--- config.mk ---
export PLATFORM = sky130hd
export DESIGN_NAME = lcf_framer
export DESIGN_NICKNAME = d
export VERILOG_FILES = /design/src/lcf_pkg.sv /design/src/lcf_sat_cnt.sv /design/src/lcf_oh_gen.sv /design/src/lcf_framer.sv
export SDC_FILE = /design/constraint.sdc
export NUM_CORES = 1
export LEC_CHECK = 0
export BUFFER_PORTS_ARGS = -buffer_cell sky130_fd_sc_hd__buf_4
export CAP_MARGIN = 20
export CORE_ASPECT_RATIO = 0.8
export CORE_MARGIN = 3
export CORE_UTILIZATION = 40
export CTS_CLUSTER_DIAMETER = 40
export CTS_CLUSTER_SIZE = 16
export DETAILED_ROUTE_END_ITERATION = 8
export HOLD_SLACK_MARGIN = 0.12
export PLACE_DENSITY = 0.63
export SYNTH_ARGS = -nofsm -noshare
export SYNTH_HDL_FRONTEND = slang
export SYNTH_SLANG_ARGS = --single-unit
--- constraint.sdc ---
create_clock -name sys_clk_in -period 12.5 [get_ports sys_clk_in]
set_clock_uncertainty 0.1 [all_clocks]
set_input_delay 1.25 -clock sys_clk_in [delete_from_list [all_inputs] [get_ports sys_clk_in]]
set_output_delay 1.25 -clock sys_clk_in [all_outputs]
set_load 0.01 [all_outputs]
--- src/lcf_pkg.sv ---
// ----------------------------------------
// Framer constants
// ----------------------------------------
package lcf_pkg;
	// Register indices (byte address = index * 4)
	localparam logic [8:0] IDX_T1_CRIT = 9'h014;
	localparam logic [8:0] IDX_OOS_A = 9'h054;
	localparam logic [8:0] IDX_OOS_B = 9'h055;
	localparam logic [8:0] IDX_RX_LC_A = 9'h064;
	localparam logic [8:0] IDX_RX_LC_B = 9'h065;
	localparam logic [8:0] IDX_RX_LC_C = 9'h066;
	localparam logic [8:0] IDX_RX_MASTER = 9'h080;
	localparam logic [8:0] IDX_RX_CTL1 = 9'h081;
	localparam logic [8:0] IDX_E1_LOS = 9'h082;
	localparam logic [8:0] IDX_RX_LATCHED_STATUS_ONE = 9'h090;
	localparam logic [8:0] IDX_RX_LATCHED_STATUS_TWO = 9'h091;
	localparam logic [8:0] IDX_RX_LATCHED_STATUS_FOUR = 9'h093;
	localparam logic [8:0] IDX_RX_IRQ_MASK_ONE = 9'h0a0;
	localparam logic [8:0] IDX_RX_IRQ_MASK_TWO = 9'h0a1;
	localparam logic [8:0] IDX_RX_IRQ_MASK_FOUR = 9'h0a3;
	localparam logic [8:0] IDX_TX_LC_A = 9'h164;
	localparam logic [8:0] IDX_TX_LC_B = 9'h165;
	localparam logic [8:0] IDX_TX_LC_C = 9'h166;
	localparam logic [8:0] IDX_TX_MASTER = 9'h180;
	localparam logic [8:0] IDX_TX_CTL1 = 9'h181;
	localparam logic [8:0] IDX_TX_CTL2 = 9'h182;
	localparam logic [8:0] IDX_TX_CTL3 = 9'h183;
	localparam logic [8:0] IDX_TX_E1_OH = 9'h1c0;
	// Field positions
	localparam int B_E1 = 0;
	localparam int B_RX_ESF = 1;
	localparam int B_RX_LC = 2;
	localparam int B_FSRC = 0;
	localparam int B_FCORR = 0;
	localparam int B_LCSEL = 1;
	localparam int B_ESF = 2;
	localparam int B_RESYNC = 0;
	localparam int B_FRAME_LOSS = 0;
	localparam int B_LOS = 0;
	localparam int B_RA = 5;
	localparam int ST1_LOF = 0;
	localparam int ST1_SYNC = 1;
	localparam int ST1_LOS = 2;
	localparam int ST2_RMF = 0;
	localparam int ST2_TMF = 1;
	localparam int ST4_CAPT = 0;
	// Last frame index of each format
	localparam logic [6:0] LAST_D4 = 7'h0b;
	localparam logic [6:0] LAST_ESF = 7'h17;
	localparam logic [6:0] LAST_LC = 7'h47;
	localparam logic [6:0] LAST_E1 = 7'h0f;
	// Fixed patterns
	localparam logic [10:0] FS_PAT = 11'h71c;
	localparam logic [5:0] SEQ_PAT = 6'h34;
	localparam logic [6:0] FAS_PAT = 7'h1b;
	localparam logic [7:0] MASK_FAS = 8'h7f;
	localparam logic [7:0] MASK_NFAS = 8'h40;
	localparam logic [6:0] E1_EBIT_IDX = 7'h0c;
	// Loop-carrier data positions, counted in even frames
	localparam logic [5:0] LC_C_FIRST = 6'h0b;
	localparam logic [5:0] LC_C_LAST = 6'h15;
	localparam logic [5:0] LC_M_FIRST = 6'h19;
	localparam logic [5:0] LC_S_LAST = 6'h21;
	localparam logic [5:0] LC_M_BASE = 6'h0e;
	// Receive thresholds: sync runs in checked frames, loss of signal in received frames
	localparam logic [2:0] GOOD_LO = 3'h2;
	localparam logic [2:0] GOOD_HI = 3'h3;
	localparam logic [2:0] ERR_LO = 3'h2;
	localparam logic [2:0] ERR_HI = 3'h4;
	localparam logic [2:0] ERR_E1 = 3'h3;
	localparam logic [7:0] LOS_LO = 8'h20;
	localparam logic [7:0] LOS_HI = 8'h10;
	localparam logic HRESP_OKAY = 1'h0;
	typedef enum logic {LCF_SEARCH, LCF_SYNC} lcf_rx_state_t;
endpackage

--- src/lcf_sat_cnt.sv ---
`timescale 1ns/1ps
// ----------------------------------------
// Saturating counter with clear
// ----------------------------------------
module lcf_sat_cnt #(
	parameter int W = 8
) (
	input wire logic sys_clk_in,
	input wire logic rst_in,
	input wire logic clr_in,
	input wire logic inc_in,
	output logic [W-1:0] cnt_out
);
	// Clear wins; stops at all ones so it never wraps
	always_ff @(posedge sys_clk_in or posedge rst_in) begin
		if (rst_in) begin
			cnt_out <= '0;
		end else if (clr_in) begin
			cnt_out <= '0;
		end else if (inc_in && !(&cnt_out)) begin
			cnt_out <= cnt_out + 1'h1;
		end
	end
endmodule

--- src/lcf_oh_gen.sv ---
`timescale 1ns/1ps
// ----------------------------------------
// Overhead pattern for one frame index
// ----------------------------------------
module lcf_oh_gen
	import lcf_pkg::*;
(
	input wire logic esf_in,
	input wire logic [6:0] idx_in,
	input wire logic [19:0] lc_bits_in,
	input wire logic ra_in,
	input wire logic [4:0] datalink_in,
	input wire logic [3:0] crc_in,
	input wire logic [1:0] ebit_in,
	output logic t1_bit_out,
	output logic chk_out,
	output logic lc_hit_out,
	output logic [4:0] lc_pos_out,
	output logic [7:0] e1_byte_out,
	output logic [7:0] e1_mask_out
);
	logic [5:0] k; // Even-frame ordinal
	logic b1; // E1 bit 1 of odd frames

	// T1 framing bit; chk marks fixed-pattern positions
	always_comb begin
		k = idx_in[6:1];
		t1_bit_out = 1'h1;
		chk_out = 1'h0;
		lc_hit_out = 1'h0;
		lc_pos_out = 5'h00;
		if (esf_in) begin
			// Pattern bit on every fourth frame
			if (idx_in[1:0] == 2'h3) begin
				t1_bit_out = SEQ_PAT[idx_in[4:2]];
				chk_out = 1'h1;
			end
		end else if (!idx_in[0]) begin
			t1_bit_out = ~idx_in[1];
			chk_out = 1'h1;
		end else if (k < LC_C_FIRST) begin
			t1_bit_out = FS_PAT[k[3:0]];
			chk_out = 1'h1;
		end else if (k <= LC_C_LAST) begin
			lc_hit_out = 1'h1;
			lc_pos_out = 5'(k - LC_C_FIRST);
			t1_bit_out = lc_bits_in[lc_pos_out];
		end else if (k < LC_M_FIRST) begin
			t1_bit_out = k[0];
			chk_out = 1'h1;
		end else if (k <= LC_S_LAST) begin
			lc_hit_out = 1'h1;
			lc_pos_out = 5'(k - LC_M_BASE);
			t1_bit_out = lc_bits_in[lc_pos_out];
		end else begin
			t1_bit_out = ~k[0];
			chk_out = 1'h1;
		end
	end

	// E1 time slot zero byte, bit 1 in the msb
	always_comb begin
		b1 = 1'h0;
		if (!idx_in[0]) begin
			e1_byte_out = {crc_in[idx_in[2:1]], FAS_PAT};
			e1_mask_out = MASK_FAS;
		end else begin
			if (idx_in < E1_EBIT_IDX) begin
				b1 = SEQ_PAT[idx_in[3:1]];
			end else begin
				b1 = ebit_in[idx_in[1]];
			end
			// bit 2 high, alarm, datalink bits
			e1_byte_out = {b1, 1'h1, ra_in, datalink_in};
			e1_mask_out = MASK_NFAS;
		end
	end
endmodule

--- src/lcf_framer.sv ---
`timescale 1ns/1ps
// ----------------------------------------
// ----------------------------------------
module lcf_framer
	import lcf_pkg::*;
(
	input wire logic sys_clk_in,
	input wire logic rst_in,
	input wire logic hsel_in,
	input wire logic [31:0] haddr_in,
	input wire logic [1:0] htrans_in,
	input wire logic hwrite_in,
	input wire logic [2:0] hsize_in,
	input wire logic [31:0] hwdata_in,
	input wire logic hready_in,
	output logic [31:0] hrdata_out,
	output logic hreadyout_out,
	output logic hresp_out,
	input wire logic tx_frame_stb_in, // Start of each transmit frame
	input wire logic tx_fbit_in, // F-bit from backplane
	input wire logic [3:0] tx_crc_in, // CRC-4 remainder
	input wire logic [1:0] tx_ebit_in, // Far-end CRC error bits
	output logic tx_fbit_out,
	output logic [7:0] tx_ts0_out,
	output logic [6:0] tx_frame_out,
	output logic tx_mf_start_out,
	input wire logic rx_frame_stb_in, // Start of each receive frame
	input wire logic rx_fbit_in,
	input wire logic [7:0] rx_ts0_in,
	output logic rx_in_sync_out,
	output logic rx_los_out,
	output logic rx_event_out
);
	// ----------------------------------------
	// Bus slave
	// ----------------------------------------
	logic acc_ok; // Address phase taken
	logic wr_pend_q; // Write data phase
	logic rd_pend_q; // Read data phase
	logic hit_q; // Address inside the map
	logic [8:0] idx_q; // Register index
	logic [7:0] rd_byte; // Read mux
	logic wr_en; // Write strobe
	logic [7:0] wd; // Written byte

	assign acc_ok = hsel_in & hready_in & htrans_in[1];
	assign wr_en = wr_pend_q & hit_q;
	assign wd = hwdata_in[7:0];

	// Capture address phase
	always_ff @(posedge sys_clk_in or posedge rst_in) begin
		if (rst_in) begin
			wr_pend_q <= 1'h0;
			rd_pend_q <= 1'h0;
			hit_q <= 1'h0;
			idx_q <= 9'h000;
		end else begin
			wr_pend_q <= acc_ok & hwrite_in;
			rd_pend_q <= acc_ok & ~hwrite_in;
			if (acc_ok) begin
				idx_q <= haddr_in[10:2];
				hit_q <= (haddr_in[31:11] == 21'h000000);
			end
		end
	end

	// One wait state on reads so a write just ahead is seen
	always_ff @(posedge sys_clk_in or posedge rst_in) begin
		if (rst_in) begin
			hreadyout_out <= 1'h1;
			hrdata_out <= 32'h00000000;
			hresp_out <= HRESP_OKAY;
		end else begin
			hreadyout_out <= !(acc_ok && !hwrite_in);
			hresp_out <= HRESP_OKAY;
			if (rd_pend_q) begin
				hrdata_out <= {24'h000000, hit_q ? rd_byte : 8'h00};
			end
		end
	end

	// ----------------------------------------
	// Configuration registers
	// ----------------------------------------
	logic [7:0] tx_master_q, tx_ctl1_q, tx_ctl2_q, tx_ctl3_q;
	logic [7:0] tx_lc_a_q, tx_lc_b_q, tx_lc_c_q, tx_e1_oh_q;
	logic [7:0] rx_master_q, rx_ctl1_q, t1_crit_q, e1_los_q;
	logic [7:0] rx_irq_mask_one_q, rx_irq_mask_two_q, rx_irq_mask_four_q;

	always_ff @(posedge sys_clk_in or posedge rst_in) begin
		if (rst_in) begin
			tx_master_q <= 8'h00;
			tx_ctl1_q <= 8'h00;
			tx_ctl2_q <= 8'h00;
			tx_ctl3_q <= 8'h00;
			tx_lc_a_q <= 8'h00;
			tx_lc_b_q <= 8'h00;
			tx_lc_c_q <= 8'h00;
			tx_e1_oh_q <= 8'h00;
			rx_master_q <= 8'h00;
			rx_ctl1_q <= 8'h00;
			t1_crit_q <= 8'h00;
			e1_los_q <= 8'h00;
			rx_irq_mask_one_q <= 8'h00;
			rx_irq_mask_two_q <= 8'h00;
			rx_irq_mask_four_q <= 8'h00;
		end else if (wr_en) begin
			case (idx_q)
				IDX_TX_MASTER: tx_master_q <= wd;
				IDX_TX_CTL1: tx_ctl1_q <= wd;
				IDX_TX_CTL2: tx_ctl2_q <= wd;
				IDX_TX_CTL3: tx_ctl3_q <= wd;
				IDX_TX_LC_A: tx_lc_a_q <= wd;
				IDX_TX_LC_B: tx_lc_b_q <= wd;
				IDX_TX_LC_C: tx_lc_c_q <= wd;
				IDX_TX_E1_OH: tx_e1_oh_q <= wd;
				IDX_RX_MASTER: rx_master_q <= wd;
				IDX_RX_CTL1: rx_ctl1_q <= wd;
				IDX_T1_CRIT: t1_crit_q <= wd;
				IDX_E1_LOS: e1_los_q <= wd;
				IDX_RX_IRQ_MASK_ONE: rx_irq_mask_one_q <= wd;
				IDX_RX_IRQ_MASK_TWO: rx_irq_mask_two_q <= wd;
				IDX_RX_IRQ_MASK_FOUR: rx_irq_mask_four_q <= wd;
				default: ;
			endcase
		end
	end

	// ----------------------------------------
	// Transmit framer
	// ----------------------------------------
	logic tx_e1, tx_esf, tx_lc, tx_corr;
	logic [6:0] tx_idx_q; // Zero-based frame in superframe
	logic [6:0] tx_last;
	logic tx_bit, tx_chk;
	logic [7:0] tx_byte;

	assign tx_e1 = tx_master_q[B_E1];
	assign tx_esf = tx_ctl3_q[B_ESF];
	assign tx_lc = tx_ctl2_q[B_LCSEL];
	assign tx_corr = tx_ctl2_q[B_FCORR];

	// last frame index of the chosen format
	always_comb begin
		if (tx_e1) begin
			tx_last = LAST_E1;
		end else if (tx_esf) begin
			tx_last = LAST_ESF;
		end else if (tx_lc) begin
			tx_last = LAST_LC;
		end else begin
			tx_last = LAST_D4;
		end
	end

	lcf_oh_gen u_tx_gen (
		.esf_in(tx_esf),
		.idx_in(tx_idx_q),
		.lc_bits_in({tx_lc_c_q[3:0], tx_lc_b_q, tx_lc_a_q}),
		.ra_in(tx_e1_oh_q[B_RA]),
		.datalink_in(tx_e1_oh_q[4:0]),
		.crc_in(tx_crc_in),
		.ebit_in(tx_ebit_in),
		.t1_bit_out(tx_bit),
		.chk_out(tx_chk),
		.lc_hit_out(),
		.lc_pos_out(),
		.e1_byte_out(tx_byte),
		.e1_mask_out()
	);

	// Overhead registered at each frame start
	always_ff @(posedge sys_clk_in or posedge rst_in) begin
		if (rst_in) begin
			tx_idx_q <= 7'h00;
			tx_fbit_out <= 1'h0;
			tx_ts0_out <= 8'h00;
			tx_frame_out <= 7'h00;
			tx_mf_start_out <= 1'h0;
		end else if (tx_frame_stb_in) begin
			tx_fbit_out <= tx_ctl1_q[B_FSRC] ? tx_fbit_in : tx_bit ^ (tx_corr & tx_chk);
			tx_ts0_out <= tx_byte ^ {7'h00, tx_corr & ~tx_idx_q[0]};
			tx_frame_out <= tx_idx_q;
			tx_mf_start_out <= (tx_idx_q == 7'h00);
			// wrap after last frame; a shortened format also wraps
			tx_idx_q <= (tx_idx_q >= tx_last) ? 7'h00 : tx_idx_q + 7'h01;
		end else begin
			tx_mf_start_out <= 1'h0;
		end
	end

	// ----------------------------------------
	// Receive framer
	// ----------------------------------------
	lcf_rx_state_t state_q;
	logic rx_e1;
	logic [6:0] rx_idx_q, rx_last, rx_next;
	logic [2:0] run_q; // Good or bad run length
	logic [2:0] need, lim;
	logic rx_bit, rx_chk, lc_hit;
	logic [4:0] lc_pos;
	logic [7:0] rx_exp, rx_mask;
	logic chk, match, gain_ev, lof_ev, rmf_ev;

	assign rx_e1 = rx_master_q[B_E1];

	// receive format on its own settings
	always_comb begin
		if (rx_e1) begin
			rx_last = LAST_E1;
		end else if (rx_master_q[B_RX_ESF]) begin
			rx_last = LAST_ESF;
		end else if (rx_master_q[B_RX_LC]) begin
			rx_last = LAST_LC;
		end else begin
			rx_last = LAST_D4;
		end
	end

	lcf_oh_gen u_rx_gen (
		.esf_in(rx_master_q[B_RX_ESF]),
		.idx_in(rx_idx_q),
		.lc_bits_in(20'h00000),
		.ra_in(1'h0),
		.datalink_in(5'h00),
		.crc_in(4'h0),
		.ebit_in(2'h0),
		.t1_bit_out(rx_bit),
		.chk_out(rx_chk),
		.lc_hit_out(lc_hit),
		.lc_pos_out(lc_pos),
		.e1_byte_out(rx_exp),
		.e1_mask_out(rx_mask)
	);

	assign rx_next = (rx_idx_q >= rx_last) ? 7'h00 : rx_idx_q + 7'h01;
	// Only fixed-pattern positions are judged
	assign chk = rx_e1 | rx_chk;
	assign match = rx_e1 ? (((rx_ts0_in ^ rx_exp) & rx_mask) == 8'h00) : (rx_fbit_in == rx_bit);
	assign need = rx_ctl1_q[B_RESYNC] ? GOOD_HI : GOOD_LO;
	// Errors before out of frame; E1 uses its own limit
	assign lim = rx_e1 ? ERR_E1 : (t1_crit_q[B_FRAME_LOSS] ? ERR_HI : ERR_LO);
	assign gain_ev = rx_frame_stb_in & (state_q == LCF_SEARCH) & chk & match
		& (run_q + 3'h1 >= need);
	assign lof_ev = rx_frame_stb_in & (state_q == LCF_SYNC) & chk & ~match
		& (run_q + 3'h1 >= lim);
	assign rmf_ev = rx_frame_stb_in & (state_q == LCF_SYNC) & (rx_idx_q == rx_last);

	// hunt by holding phase on a miss, then sync
	always_ff @(posedge sys_clk_in or posedge rst_in) begin
		if (rst_in) begin
			state_q <= LCF_SEARCH;
			run_q <= 3'h0;
			rx_idx_q <= 7'h00;
		end else if (rx_frame_stb_in) begin
			case (state_q)
				LCF_SEARCH: begin
					if (chk && !match) begin
						run_q <= 3'h0;
					end else begin
						rx_idx_q <= rx_next;
						if (gain_ev) begin
							state_q <= LCF_SYNC;
							run_q <= 3'h0;
						end else if (chk) begin
							run_q <= run_q + 3'h1;
						end
					end
				end
				LCF_SYNC: begin
					rx_idx_q <= rx_next;
					if (lof_ev) begin
						state_q <= LCF_SEARCH;
						run_q <= 3'h0;
					end else if (chk && !match) begin
						run_q <= run_q + 3'h1;
					end else if (chk) begin
						run_q <= 3'h0;
					end
				end
				default: state_q <= LCF_SEARCH;
			endcase
		end
	end

	// ----------------------------------------
	// Counters, captures and status
	// ----------------------------------------
	logic [15:0] oos_cnt;
	logic [7:0] zero_cnt;
	logic los_d;
	logic [19:0] rx_lc_q;
	logic [7:0] e1_align_q, e1_nonalign_q;
	logic [7:0] rx_latched_status_one_q, rx_latched_status_two_q, rx_latched_status_four_q;
	logic cap_ev;

	lcf_sat_cnt #(.W(16)) u_oos_cnt (
		.sys_clk_in(sys_clk_in),
		.rst_in(rst_in),
		.clr_in(1'h0),
		.inc_in(rx_frame_stb_in & (state_q == LCF_SEARCH)),
		.cnt_out(oos_cnt)
	);

	lcf_sat_cnt #(.W(8)) u_zero_cnt (
		.sys_clk_in(sys_clk_in),
		.rst_in(rst_in),
		.clr_in(rx_frame_stb_in & (rx_ts0_in != 8'h00)),
		.inc_in(rx_frame_stb_in),
		.cnt_out(zero_cnt)
	);

	assign los_d = rx_e1 & (zero_cnt >= (e1_los_q[B_LOS] ? LOS_HI : LOS_LO));
	assign cap_ev = rx_frame_stb_in & (state_q == LCF_SYNC);

	always_ff @(posedge sys_clk_in or posedge rst_in) begin
		if (rst_in) begin
			rx_lc_q <= 20'h00000;
			e1_align_q <= 8'h00;
			e1_nonalign_q <= 8'h00;
		end else if (cap_ev && rx_e1) begin
			if (rx_idx_q[0]) begin
				e1_nonalign_q <= rx_ts0_in;
			end else begin
				e1_align_q <= rx_ts0_in;
			end
		end else if (cap_ev && rx_master_q[B_RX_LC] && !rx_master_q[B_RX_ESF] && lc_hit) begin
			rx_lc_q[lc_pos] <= rx_fbit_in;
		end
	end

	// sticky bits, write one clears, new event wins
	always_ff @(posedge sys_clk_in or posedge rst_in) begin
		if (rst_in) begin
			rx_latched_status_one_q <= 8'h00;
			rx_latched_status_two_q <= 8'h00;
			rx_latched_status_four_q <= 8'h00;
		end else begin
			rx_latched_status_one_q <= (rx_latched_status_one_q & ~((wr_en && idx_q == IDX_RX_LATCHED_STATUS_ONE) ? wd : 8'h00))
				| {5'h00, los_d & ~rx_los_out, gain_ev, lof_ev};
			rx_latched_status_two_q <= (rx_latched_status_two_q & ~((wr_en && idx_q == IDX_RX_LATCHED_STATUS_TWO) ? wd : 8'h00))
				| {6'h00, tx_frame_stb_in & (tx_idx_q == 7'h00), rmf_ev};
			rx_latched_status_four_q <= (rx_latched_status_four_q & ~((wr_en && idx_q == IDX_RX_LATCHED_STATUS_FOUR) ? wd : 8'h00))
				| {7'h00, cap_ev & rx_e1};
		end
	end

	// Live status pins and masked event summary
	always_ff @(posedge sys_clk_in or posedge rst_in) begin
		if (rst_in) begin
			rx_in_sync_out <= 1'h0;
			rx_los_out <= 1'h0;
			rx_event_out <= 1'h0;
		end else begin
			rx_in_sync_out <= (state_q == LCF_SYNC);
			rx_los_out <= los_d;
			rx_event_out <= |((rx_latched_status_one_q & rx_irq_mask_one_q) | (rx_latched_status_two_q & rx_irq_mask_two_q) | (rx_latched_status_four_q & rx_irq_mask_four_q));
		end
	end

	// shared addresses decoded by receive mode
	always_comb begin
		case (idx_q)
			IDX_TX_MASTER: rd_byte = tx_master_q;
			IDX_TX_CTL1: rd_byte = tx_ctl1_q;
			IDX_TX_CTL2: rd_byte = tx_ctl2_q;
			IDX_TX_CTL3: rd_byte = tx_ctl3_q;
			IDX_TX_LC_A: rd_byte = tx_lc_a_q;
			IDX_TX_LC_B: rd_byte = tx_lc_b_q;
			IDX_TX_LC_C: rd_byte = tx_lc_c_q;
			IDX_TX_E1_OH: rd_byte = tx_e1_oh_q;
			IDX_RX_MASTER: rd_byte = rx_master_q;
			IDX_RX_CTL1: rd_byte = rx_ctl1_q;
			IDX_T1_CRIT: rd_byte = t1_crit_q;
			IDX_E1_LOS: rd_byte = e1_los_q;
			IDX_RX_IRQ_MASK_ONE: rd_byte = rx_irq_mask_one_q;
			IDX_RX_IRQ_MASK_TWO: rd_byte = rx_irq_mask_two_q;
			IDX_RX_IRQ_MASK_FOUR: rd_byte = rx_irq_mask_four_q;
			IDX_RX_LATCHED_STATUS_ONE: rd_byte = rx_latched_status_one_q;
			IDX_RX_LATCHED_STATUS_TWO: rd_byte = rx_latched_status_two_q;
			IDX_RX_LATCHED_STATUS_FOUR: rd_byte = rx_latched_status_four_q;
			IDX_OOS_A: rd_byte = oos_cnt[7:0];
			IDX_OOS_B: rd_byte = oos_cnt[15:8];
			IDX_RX_LC_A: rd_byte = rx_e1 ? e1_align_q : rx_lc_q[7:0];
			IDX_RX_LC_B: rd_byte = rx_e1 ? e1_nonalign_q : rx_lc_q[15:8];
			IDX_RX_LC_C: rd_byte = rx_e1 ? 8'h00 : {4'h0, rx_lc_q[19:16]};
			default: rd_byte = 8'h00;
		endcase
	end
endmodule

=== Yosys cells after proc, flatten, opt, wreduce, memory -nomap -nowiden ===
Memories as Yosys holds them, arrays and structs flattened.
Cells that the tools add are included.

* Bits in registers: 263
* ROM bits: 128
* Output and inout bits: 54
* Memories: 8

* $add $sub $neg: 9
* Magnitude comparators: 31
* Eq/ne operators: 30
* Mux-type cells: 105
* Bitwise logic cells: 49
* Reductions and logical operators: 46

{| class="wikitable"
|+ Memory list
! memory !! words !! width !! read ports !! clocked after memory_dff !! write ports !! RTL line !! source
|-
| (no name shown) || 32 || 1 || 1 || 0 || 0 || lcf_oh_gen.sv:47 || <nowiki>t1_bit_out = lc_bits_in[lc_pos_out];</nowiki>
|-
| (no name shown) || 32 || 1 || 1 || 0 || 0 || lcf_oh_gen.sv:54 || <nowiki>t1_bit_out = lc_bits_in[lc_pos_out];</nowiki>
|-
| (no name shown) || 16 || 1 || 1 || 0 || 0 || lcf_oh_gen.sv:42 || <nowiki>t1_bit_out = FS_PAT[k[3:0]];</nowiki>
|-
| (no name shown) || 16 || 1 || 1 || 0 || 0 || lcf_oh_gen.sv:42 ||
|-
| (no name shown) || 8 || 1 || 1 || 0 || 0 || lcf_oh_gen.sv:35 || <nowiki>t1_bit_out = SEQ_PAT[idx_in[4:2]];</nowiki>
|-
| (no name shown) || 8 || 1 || 1 || 0 || 0 || lcf_oh_gen.sv:69 || <nowiki>b1 = SEQ_PAT[idx_in[3:1]];</nowiki>
|-
| +2 memories || n/a || n/a || n/a || n/a || n/a || n/a ||
|}

{| class="wikitable"
|+ Operator list
! kind !! number
|-
| $pmux W8 S23 || 1
|-
| $eq A9 B8 Y1 const B || 9
|-
| $mux W8 || 10
|-
| $eq A9 B9 Y1 const B || 8
|-
| $mux W7 || 9
|-
| $mux W1 || 59
|-
| $and A8 B8 Y8 || 7
|-
| $eq A9 B7 Y1 const B || 5
|-
| $reduce_and A2 Y1 || 19
|-
| $lt A5 B6 Y1 const B || 5
|-
| $mux W5 || 6
|-
| $mux W3 || 8
|-
| $not A8 Y8 || 3
|-
| $and A1 B1 Y1 || 21
|-
| $logic_not A21 Y1 || 1
|-
| $bwmux W20 || 1
|-
| $sub A5 B4 Y5 const B || 4
|-
| $add A16 B1 Y16 const B || 1
|-
| $lt A3 B4 Y1 const B || 4
|-
| $or A8 B8 Y8 || 2
|-
| $reduce_and A16 Y1 || 1
|-
| $add A7 B1 Y7 const B || 2
|-
| $ge A7 B7 Y1 || 2
|-
| $lt A7 B4 Y1 const B || 2
|-
| other kinds (45) || 80
|}

=== Longest topological paths before layout ===
Gate-level depths: netlist of the first run.

* Depth in word-level cells: 16
* Gate-level depth with buffers: 11

=== By module ===
From an unflattened synthesis of the first run, not the netlist that was laid out.

* Cell total of the unflattened synthesis: 1435
* Area total of the unflattened synthesis: 15667.5 um^2

{| class="wikitable"
|+ By module, submodules not included
! module !! instances !! cells each !! area each (um^2) !! seq. area each (um^2)
|-
| lcf_framer || 1 || 1059 || 12370.6 || 5982.0
|-
| lcf_oh_gen || 2 || 114 || 968.4 || 0.0
|-
| lcf_sat_cnt (u_oos_cnt) || 1 || 104 || 922.1 || 400.4
|-
| lcf_sat_cnt (u_zero_cnt) || 1 || 44 || 437.9 || 200.2
|}

=== Least setup slack after synthesis of the first run ===
Ideal clock, no wire load.

* Kind: register to register
* Start point: register tx_idx_q[1]
* End point: register tx_fbit_out
* Library setup time: 0.128 ns
* Data arrival time: 2.930 ns
* Setup slack: 9.342 ns
* Stages on the path, launching flop included: 12
* Period minus slack after synthesis: 3.158 ns
* Path through: dfrtp_1 > buf_2 > clkbuf_1 > inv_1 > ha_1 > mux4_2 > and2_1 > a22oi_1 > o211ai_1 > a41oi_1 > mux2i_1 > nand3_1

* Word-level cells in the longest chain between the ends: 11
* Elaborated cells between the ends (all ways): 31
* Those cells by class: 2 x add/sub; 4 x order compare; 1 x eq/ne; 20 x mux; 3 x bitwise; 1 x memory

{| class="wikitable"
|+ Ends and longest elaborated chain
! what !! RTL line !! source
|-
| start, declared || lcf_framer.sv:133 || <nowiki>logic [6:0] tx_idx_q;</nowiki>
|-
| start signal, assigned || lcf_framer.sv:186 || <nowiki>tx_idx_q <= (tx_idx_q >= tx_last) ? 7'h00 : tx_idx_q + 7'h01;</nowiki>
|-
| $sub A5 B4 Y5 || lcf_oh_gen.sv:53 || <nowiki>lc_pos_out = 5'(k - LC_M_BASE);</nowiki>
|-
| $bmux W1 S5 || lcf_oh_gen.sv:54 ||
|-
| $mux W1 (not written as such) || lcf_oh_gen.sv:54 ||
|-
| $mux W1 || lcf_oh_gen.sv:51 || <nowiki>end else if (k <= LC_S_LAST) begin</nowiki>
|-
| $mux W1 || lcf_oh_gen.sv:48 || <nowiki>end else if (k < LC_M_FIRST) begin</nowiki>
|-
| $mux W1 || lcf_oh_gen.sv:44 || <nowiki>end else if (k <= LC_C_LAST) begin</nowiki>
|-
| $mux W1 || lcf_oh_gen.sv:41 || <nowiki>end else if (k < LC_C_FIRST) begin</nowiki>
|-
| $mux W1 || lcf_oh_gen.sv:38 || <nowiki>end else if (!idx_in[0]) begin</nowiki>
|-
| $mux W1 || lcf_oh_gen.sv:32 || <nowiki>if (esf_in) begin</nowiki>
|-
| $xor A1 B1 Y1 (*) || lcf_framer.sv:181 || <nowiki>tx_fbit_out <= tx_ctl1_q[B_FSRC] ? tx_fbit_in : tx_bit ^ (tx_corr & tx_chk);</nowiki>
|-
| $mux W1 (*) || lcf_framer.sv:181 ||
|-
| end signal, assigned || lcf_framer.sv:181 ||
|-
| end, declared || lcf_framer.sv:23 || <nowiki>output logic tx_fbit_out,</nowiki>
|}

Every way passes the cells marked *; elsewhere a longest branch is shown, timed or not. The select of a mux whose other input is x is not followed.
A chain may end at the register's enable or synchronous reset.

=== Worst setup path after layout of the first run ===
Ends and elaborated chain as after synthesis.

==> flow_metrics.py, run 1 <==
metrics = {
    "placed_design": {
        "post-place-ws_ns": 8.72,
        "numPortBuffers": 90,
        "dp.final_hpwl_mm": 30.5,
        "place_congestion": 0.959,
    },
    "synthesis": {
        "synth.ff_latch_count": 262,
        "number_of_synthesized_flops_with_an_enable_pin": 0,
        "netlist-cell-type-count": 94,
        "average_cell_area_after_synthesis_sq_um": 11.2,
        "netlist.top_cell.by_area": "dfrtp_1",
        "synthFlopType": "dfrtp_1",
        "yosys_warnings": 0,
        "netlist_top_cells_area": "dfrtp_1 45%, mux2_2 13%, ha_1 3.2%",
        "synth.yosys.seq_area_share_pct": 45.5,
        "synth_cells": 1292,
        "leading_cell_types_by_count_after_synthesis": "261 x dfrtp_1, 165 x mux2_2, 87 x nand2_1, 62 x nor2_1, 41 x inv_1",
        "post-synth-top-count-cell": "dfrtp_1",
        "synth.top_cell.area_share_pct": 45.3,
        "ys_async_sr_fraction_pct": 100,
        "synth.cell_area_sq_mm": 0.0144,
    },
    "floorplan": {
        "width_of_the_die_um": 218,
        "floorplan.die_area_sq_mm": 0.0384,
        "initial_core_util_pct": 41.1,
        "core_area_sq_mm": 0.0351,
        "die-height_um": 176,
        "rows": 61,
        "io_pins": 146,
    },
    "cts": {
        "cts-buffers-inserted": 40,
        "h-tree-depth": 2,
        "cts_resized": 0,
        "hold_buffers": 0,
        "clock-root-buffer": "clkbuf_16",
        "clk_latency_ns": 0.54,
        "tritoncts": "done",
        "cts_max_path_buffers": 3,
        "clock_sinks": 262,
        "clk_pin_slew_ns": 0.05,
        "post-cts-setup-buffer-count": 0,
    },
    "sta": {
        "finalSetupViolations": 0,
        "rsz0062_at_grt": "false",
        "layout_min_cycle_time_ns": 3.76,
        "max-slew-margin-rel_pct": 20.5,
        "highest_clock_frequency_the_design_can_meet_ghz": 0.266,
        "finalCritPeriodShare_pct": 30.1,
        "timing_max_transition_violations_final": 0,
        "hold-worst-slack_ns": 0.389,
        "number_of_hold_slack_violations_in_the_final_timing_report": 0,
        "timing.final.ws_setup_ns": 8.74,
        "setup_tns_ns": 0,
        "max_slew.worst_pin.slew_ns": 1.18,
    },
    "setup_path": {
        "critPathArrivalTime_ns": 4.07,
        "worst_path_max_delay_cell": "dfrtp_1",
        "critPathMaxStageDelay_ns": 1.00,
        "critPathMaxFanout": 21,
        "crit_path_start_kind": "register",
        "end_kind": "register",
        "path_class": "register to register",
        "cp_data_required_time_ns": 12.81,
        "crit_path_cell_trace": "inv_1, ha_1, mux4_2, and2_1, a22oi_1, o211ai_1, a41oi_1, mux2i_1, nand3_1",
    },
    "hold_path": {
        "min-delay-path-class": "register to register",
    },
    "run": {
        "max_cap_viol": 0,
    },
    "routing": {
        "detail_route.wirelength_mm": 43.0,
        "dr.first_iter.drc_count": 1313,
        "route.detailed.vias_per_inst": 6.00,
        "detailed_routing_iterations_pass_1": 6,
        "routed-via-count": 11200,
        "route.detailed.wl_per_inst_um": 23.0,
        "route.detailed.drc": 0,
        "route.antenna.remaining_nets": 0,
    },
    "global_route": {
        "first_global_vias": 10800,
        "grt_start_max_net_pins": 132,
        "antenna_violations_before_repair": 0,
        "first_pass_grt_wire_length_mm": 66.0,
        "gr-total-overflow": 0,
        "globalRouteTotalUtil_pct": 22.3,
    },
    "layout": {
        "number_of_flip_flops_under_the_largest_register_name": 20,
        "largest_registers": "rx_lc_q: 20 flops, u_oos_cnt.cnt_out: 16 flops, idx_q: 9 flops",
        "signed_area_change_from_the_synthesized_netlist_to_the_final_layout_pct": 16.6,
        "nNetsFinal": 1499,
        "n_fill_cell": 3229,
        "registers.top_by_ff_count": "rx_lc_q",
        "final_core_utilization_pct": 47.9,
        "num_antenna_cells": 0,
        "fraction_of_layout_instances_using_a_drive_strength_above_1_pct": 27.7,
    },
    "pwr": {
        "irDropWorstVdd_v": 0.000123,
        "power.leakage_nw": 7.35,
        "cellPowerDensity_mw_per_mm2": 168,
    },
    "status": {
        "run_status": "complete, no violations",
    },
}
-- critical path, delay by kind of cell, from the launching register on --
kind | cells | cell delay [ns]
compound gates | 3 | 0.60
buf+inv | 1 | 0.35
fa+ha+maj | 1 | 0.58
mux | 2 | 0.76
flops | 1 | 1.00
simple gates | 2 | 0.24
-- placed cells by master, fill, tap and decap left out, drive strengths merged, types with 15 or more instances in the layout --
cell / instances
nor4: 20
a21oi: 27
mux2: 177
nor3: 49
a221oi: 20
nand2: 88
a22oi: 39
conb: 25
buf: 100
a21boi: 18
ha: 37
o21ai: 31
clkbuf: 50
nand3: 35
o2bb2ai: 18
a22o: 18
nor2: 62
dfrtp: 261
xor2: 15
nand4: 24
xnor2: 15
inv: 49
-- worst paths after layout --
check | startpoint | end | slack, ns | cells after the start
min in group asynchronous | rst_in | tx_ctl1_q[4]$_DFFE_PP0P_ | 0.82 | 2
max in group asynchronous | rst_in | rx_idx_q[3]$_DFFE_PP0P_ | 9.96 | 3
worst max-delay path | tx_idx_q[1]$_DFFE_PP0P_ | tx_fbit_out$_DFFE_PP0P_ | 8.74 | 9
worst min-delay path | rx_lc_q[1]$_DFFE_PP0P_ | rx_lc_q[1]$_DFFE_PP0P_ | 0.39 | 1
worst max register to register | tx_idx_q[1]$_DFFE_PP0P_ | tx_fbit_out$_DFFE_PP0P_ | 8.74 | 9
worst min register to register | rx_lc_q[1]$_DFFE_PP0P_ | rx_lc_q[1]$_DFFE_PP0P_ | 0.39 | 1
-- area by class of cell --
| cell class | count | area, sq um | area share, % |
|---|---|---|---|
| clock buffers | 49 | 1110 | 6.58 |
| inverters | 43 | 169 | 1.01 |
| well taps | 472 | 591 | 3.51 |
| repair buffers | 101 | 758 | 4.51 |
| flip-flops and latches | 262 | 6560 | 39.0 |
| clock inverters | 23 | 274 | 1.63 |
| multi-input cells | 922 | 7350 | 43.7 |
-- per-stage QoR --
step	instances	total power, W	cell area (sq um)
final	1872	0.00282	16800
after global routing	1872	0.00295	16800
after CTS	1871	0.00283	16800
after detailed placement	1799	0.00168	15400
after global placement	1798	0.00166	15400
after floorplan	1316	0.00150	14500
-- power by group --
group          internal, W  switching, W  total, W
clock             0.000721      0.000425   0.00115
sequential        0.000935      0.000160   0.00110
combinational     0.000263      0.000317  0.000579
-- routing by layer --
layer  wire length, um  GRT usage, %  vias to the layer above
li1                  -             -                     4989
met1             19700          33.3                     5687
met2             18500          32.1                      489
met3              3770          5.60                       71
met4              1020          6.09                        0
met5                 0             0                        -
-- logic make-up after synthesis --
group	after synthesis	synth area share, %
simple gates	364	14.6
xor+xnor	30	1.82
mux	199	16.3
flops	262	45.5
other cells	1	0.0260
fa+ha+maj	37	3.21
compound gates	267	14.2
buf+inv	132	4.34
(Power assumes the default switching activity.)
==> inputs of run 2 (changes only) <==
--- a/config.mk
+++ b/config.mk
@@ -14,7 +14,7 @@
 export CTS_CLUSTER_SIZE = 16
 export DETAILED_ROUTE_END_ITERATION = 8
 export HOLD_SLACK_MARGIN = 0.12
-export PLACE_DENSITY = 0.63
+export PLACE_DENSITY = 0.65
 export SYNTH_ARGS = -nofsm -noshare
 export SYNTH_HDL_FRONTEND = slang
 export SYNTH_SLANG_ARGS = --single-unit
==> constraint.sdc (replaced) <==
create_clock -name sys_clk_in -period 3.2 [get_ports sys_clk_in]
set_clock_uncertainty 0.1 [all_clocks]
set_input_delay 0.32 -clock sys_clk_in [delete_from_list [all_inputs] [get_ports sys_clk_in]]
set_output_delay 0.32 -clock sys_clk_in [all_outputs]
set_load 0.01 [all_outputs]
==> flow_metrics.py, run 2 (synthesis gave the netlist of run 1 again) <==
metrics = {
    "status": {
        "run_status": "complete, no violations",
    },
    "sta": {
        "number_of_hold_slack_violations_in_the_final_timing_report": 0,
        "max_slew.worst_pin.slew_ns": 0.931,
        "layout_min_cycle_time_ns": 3.01,
        "timing_max_transition_violations_final": 0,
        "timing.final.ws_setup_ns": 0.192,
        "highest_clock_frequency_the_design_can_meet_ghz": 0.332,
        "setup_tns_ns": 0,
        "rsz0062_at_grt": "false",
        "max-slew-margin-rel_pct": 37.8,
        "finalSetupViolations": 0,
        "finalCritPeriodShare_pct": 94.0,
    },
    "cts": {
        "clock-root-buffer": "clkbuf_16",
        "tritoncts": "done",
        "clk_latency_ns": 0.53,
        "clock_sinks": 262,
        "clk_pin_slew_ns": 0.06,
        "h-tree-depth": 2,
        "cts-buffers-inserted": 38,
        "cts_max_path_buffers": 3,
    },
    "run": {
        "max_cap_viol": 0,
    },
    "routing": {
        "dr.first_iter.drc_count": 1210,
        "route.detailed.vias_per_inst": 5.95,
        "detailed_routing_iterations_pass_1": 5,
        "route.detailed.wl_per_inst_um": 22.8,
        "routed-via-count": 11700,
        "detail_route.wirelength_mm": 45.0,
        "route.antenna.remaining_nets": 0,
        "route.detailed.drc": 0,
    },
    "setup_path": {
        "critPathMaxStageDelay_ns": 0.57,
        "crit_path_cell_trace": "nand4bb_1, or2_1, buf_4, nor4bb_1, buf_12, nand2_1, mux2_2",
        "cp_data_required_time_ns": 3.52,
        "crit_path_start_kind": "register",
        "critical_path.top_delay_family": "simple AND/OR/NAND/NOR gates",
        "critPathArrivalTime_ns": 3.33,
        "end_kind": "register",
        "timing.critical_path.buf_inv": 2,
        "path_class": "register to register",
        "critPathMaxFanout": 10,
        "worst_path_max_delay_cell": "nor4bb_1",
    },
    "global_route": {
        "first_global_vias": 11600,
        "antenna_violations_before_repair": 0,
        "first_pass_grt_wire_length_mm": 70.3,
        "globalRouteTotalUtil_pct": 23.6,
        "gr-total-overflow": 0,
        "grt_start_max_net_pins": 56,
    },
    "placed_design": {
        "place_congestion": 1.01,
        "place.detailed.instances": 1868,
        "numPortBuffers": 90,
        "post-place-ws_ns": 0.209,
        "dp.final_hpwl_mm": 32.5,
    },
    "layout": {
        "registers.top_by_ff_count": "rx_lc_q",
        "number_of_flip_flops_under_the_largest_register_name": 20,
        "fraction_of_layout_instances_using_a_drive_strength_above_1_pct": 30.2,
        "multi_input_comb_area_sq_mm": 0.00733,
        "nNetsFinal": 1599,
        "largest_registers": "rx_lc_q: 20 flops, u_oos_cnt.cnt_out: 16 flops, idx_q: 9 flops",
        "mostFrequentLayoutCells": "261 x dfrtp_1, 165 x mux2_2, 163 x buf_4",
        "total_area_of_sequential_cells_sq_mm": 0.00656,
        "final_core_utilization_pct": 50.3,
        "signed_area_change_from_the_synthesized_netlist_to_the_final_layout_pct": 22.6,
        "n_fill_cell": 3179,
        "num_antenna_cells": 0,
        "final_common_cell": "dfrtp_1",
        "post_layout_nonfiller_instances": 1971,
    },
    "floorplan": {
        "rows": 61,
        "core_area_sq_mm": 0.0351,
        "floorplan.die_area_sq_mm": 0.0384,
        "die-height_um": 176,
        "io_pins": 146,
        "width_of_the_die_um": 218,
        "initial_core_util_pct": 41.1,
    },
    "pwr": {
        "irDropWorstVdd_v": 0.000507,
        "cellPowerDensity_mw_per_mm2": 631,
        "totalPowerFinal_w": 0.0111,
        "power.leakage_nw": 7.82,
    },
    "hold_path": {
        "min-delay-path-class": "primary input to register",
    },
}
run 2: tightest hold or removal path, delay by kind of cell:
family | cells | cell delay, ns
buffers and inverters | 1 | 0.07
AOI/OAI and AO/OA | 2 | 0.19
muxes | 1 | 0.21
run 2: area by class of cell:
cell class                      count  area share, %
Multi-Input combinational cell    922           41.5
Clock buffer                       48           6.06
Inverter                           43          0.935
Tap cell                          472           3.34
Clock inverter                     21           1.54
Timing Repair Buffer              203           9.53
Sequential cell                   262           37.1
run 2: path summary, 6_finish.rpt:
kind	cells past startpoint	from	slack, ns	to
setup / recovery	7	idx_q[6]$_DFFE_PP0P_	0.19	tx_lc_c_q[7]$_DFFE_PP0P_
hold / removal	4	tx_crc_in[3]	0.21	tx_ts0_out[7]$_DFFE_PP0P_
setup reg to reg	7	idx_q[6]$_DFFE_PP0P_	0.19	tx_lc_c_q[7]$_DFFE_PP0P_
hold reg to reg	1	rx_lc_q[7]$_DFFE_PP0P_	0.39	rx_lc_q[7]$_DFFE_PP0P_
max in group asynchronous	4	rst_in	1.68	tx_lc_b_q[6]$_DFFE_PP0P_
min in group asynchronous	3	rst_in	0.45	e1_align_q[1]$_DFFE_PP0P_
run 2: layer usage:
layer	track usage (%)	part of all wire, %	up-vias
li1	-	-	5200
met1	34.9	46	5940
met2	35.1	44	508
met3	4.60	8.0	83
met4	7.28	2.8	0
met5	0	0	-
run 2: what timing repair did:
action / in CTS / in global routing
resized for setup: 0 / 1
hold buffers: 34 / 0
setup buffers: 0 / 0
setup endpoints to repair: 0 / 1
hold endpoints to repair: 108 / 0
run 2: power breakdown:
| group | internal, W | switching, W | total, W | leakage (nW) |
|---|---|---|---|---|
| Clock | 0.00274 | 0.00166 | 0.00440 | 0.653 |
| Sequential | 0.00366 | 0.000378 | 0.00404 | 3.35 |
| Combinational | 0.00118 | 0.00153 | 0.00271 | 3.82 |
| Total | 0.00758 | 0.00356 | 0.0111 | 7.82 |
run 2: metrics by stage:
stage	hold slack, ns	area [sq um]
after floorplan	0.252	14500
after global placement	0.367	16000
after detailed placement	0.378	16000
after CTS	0.194	17700
after global routing	0.247	17700
final	0.212	17700
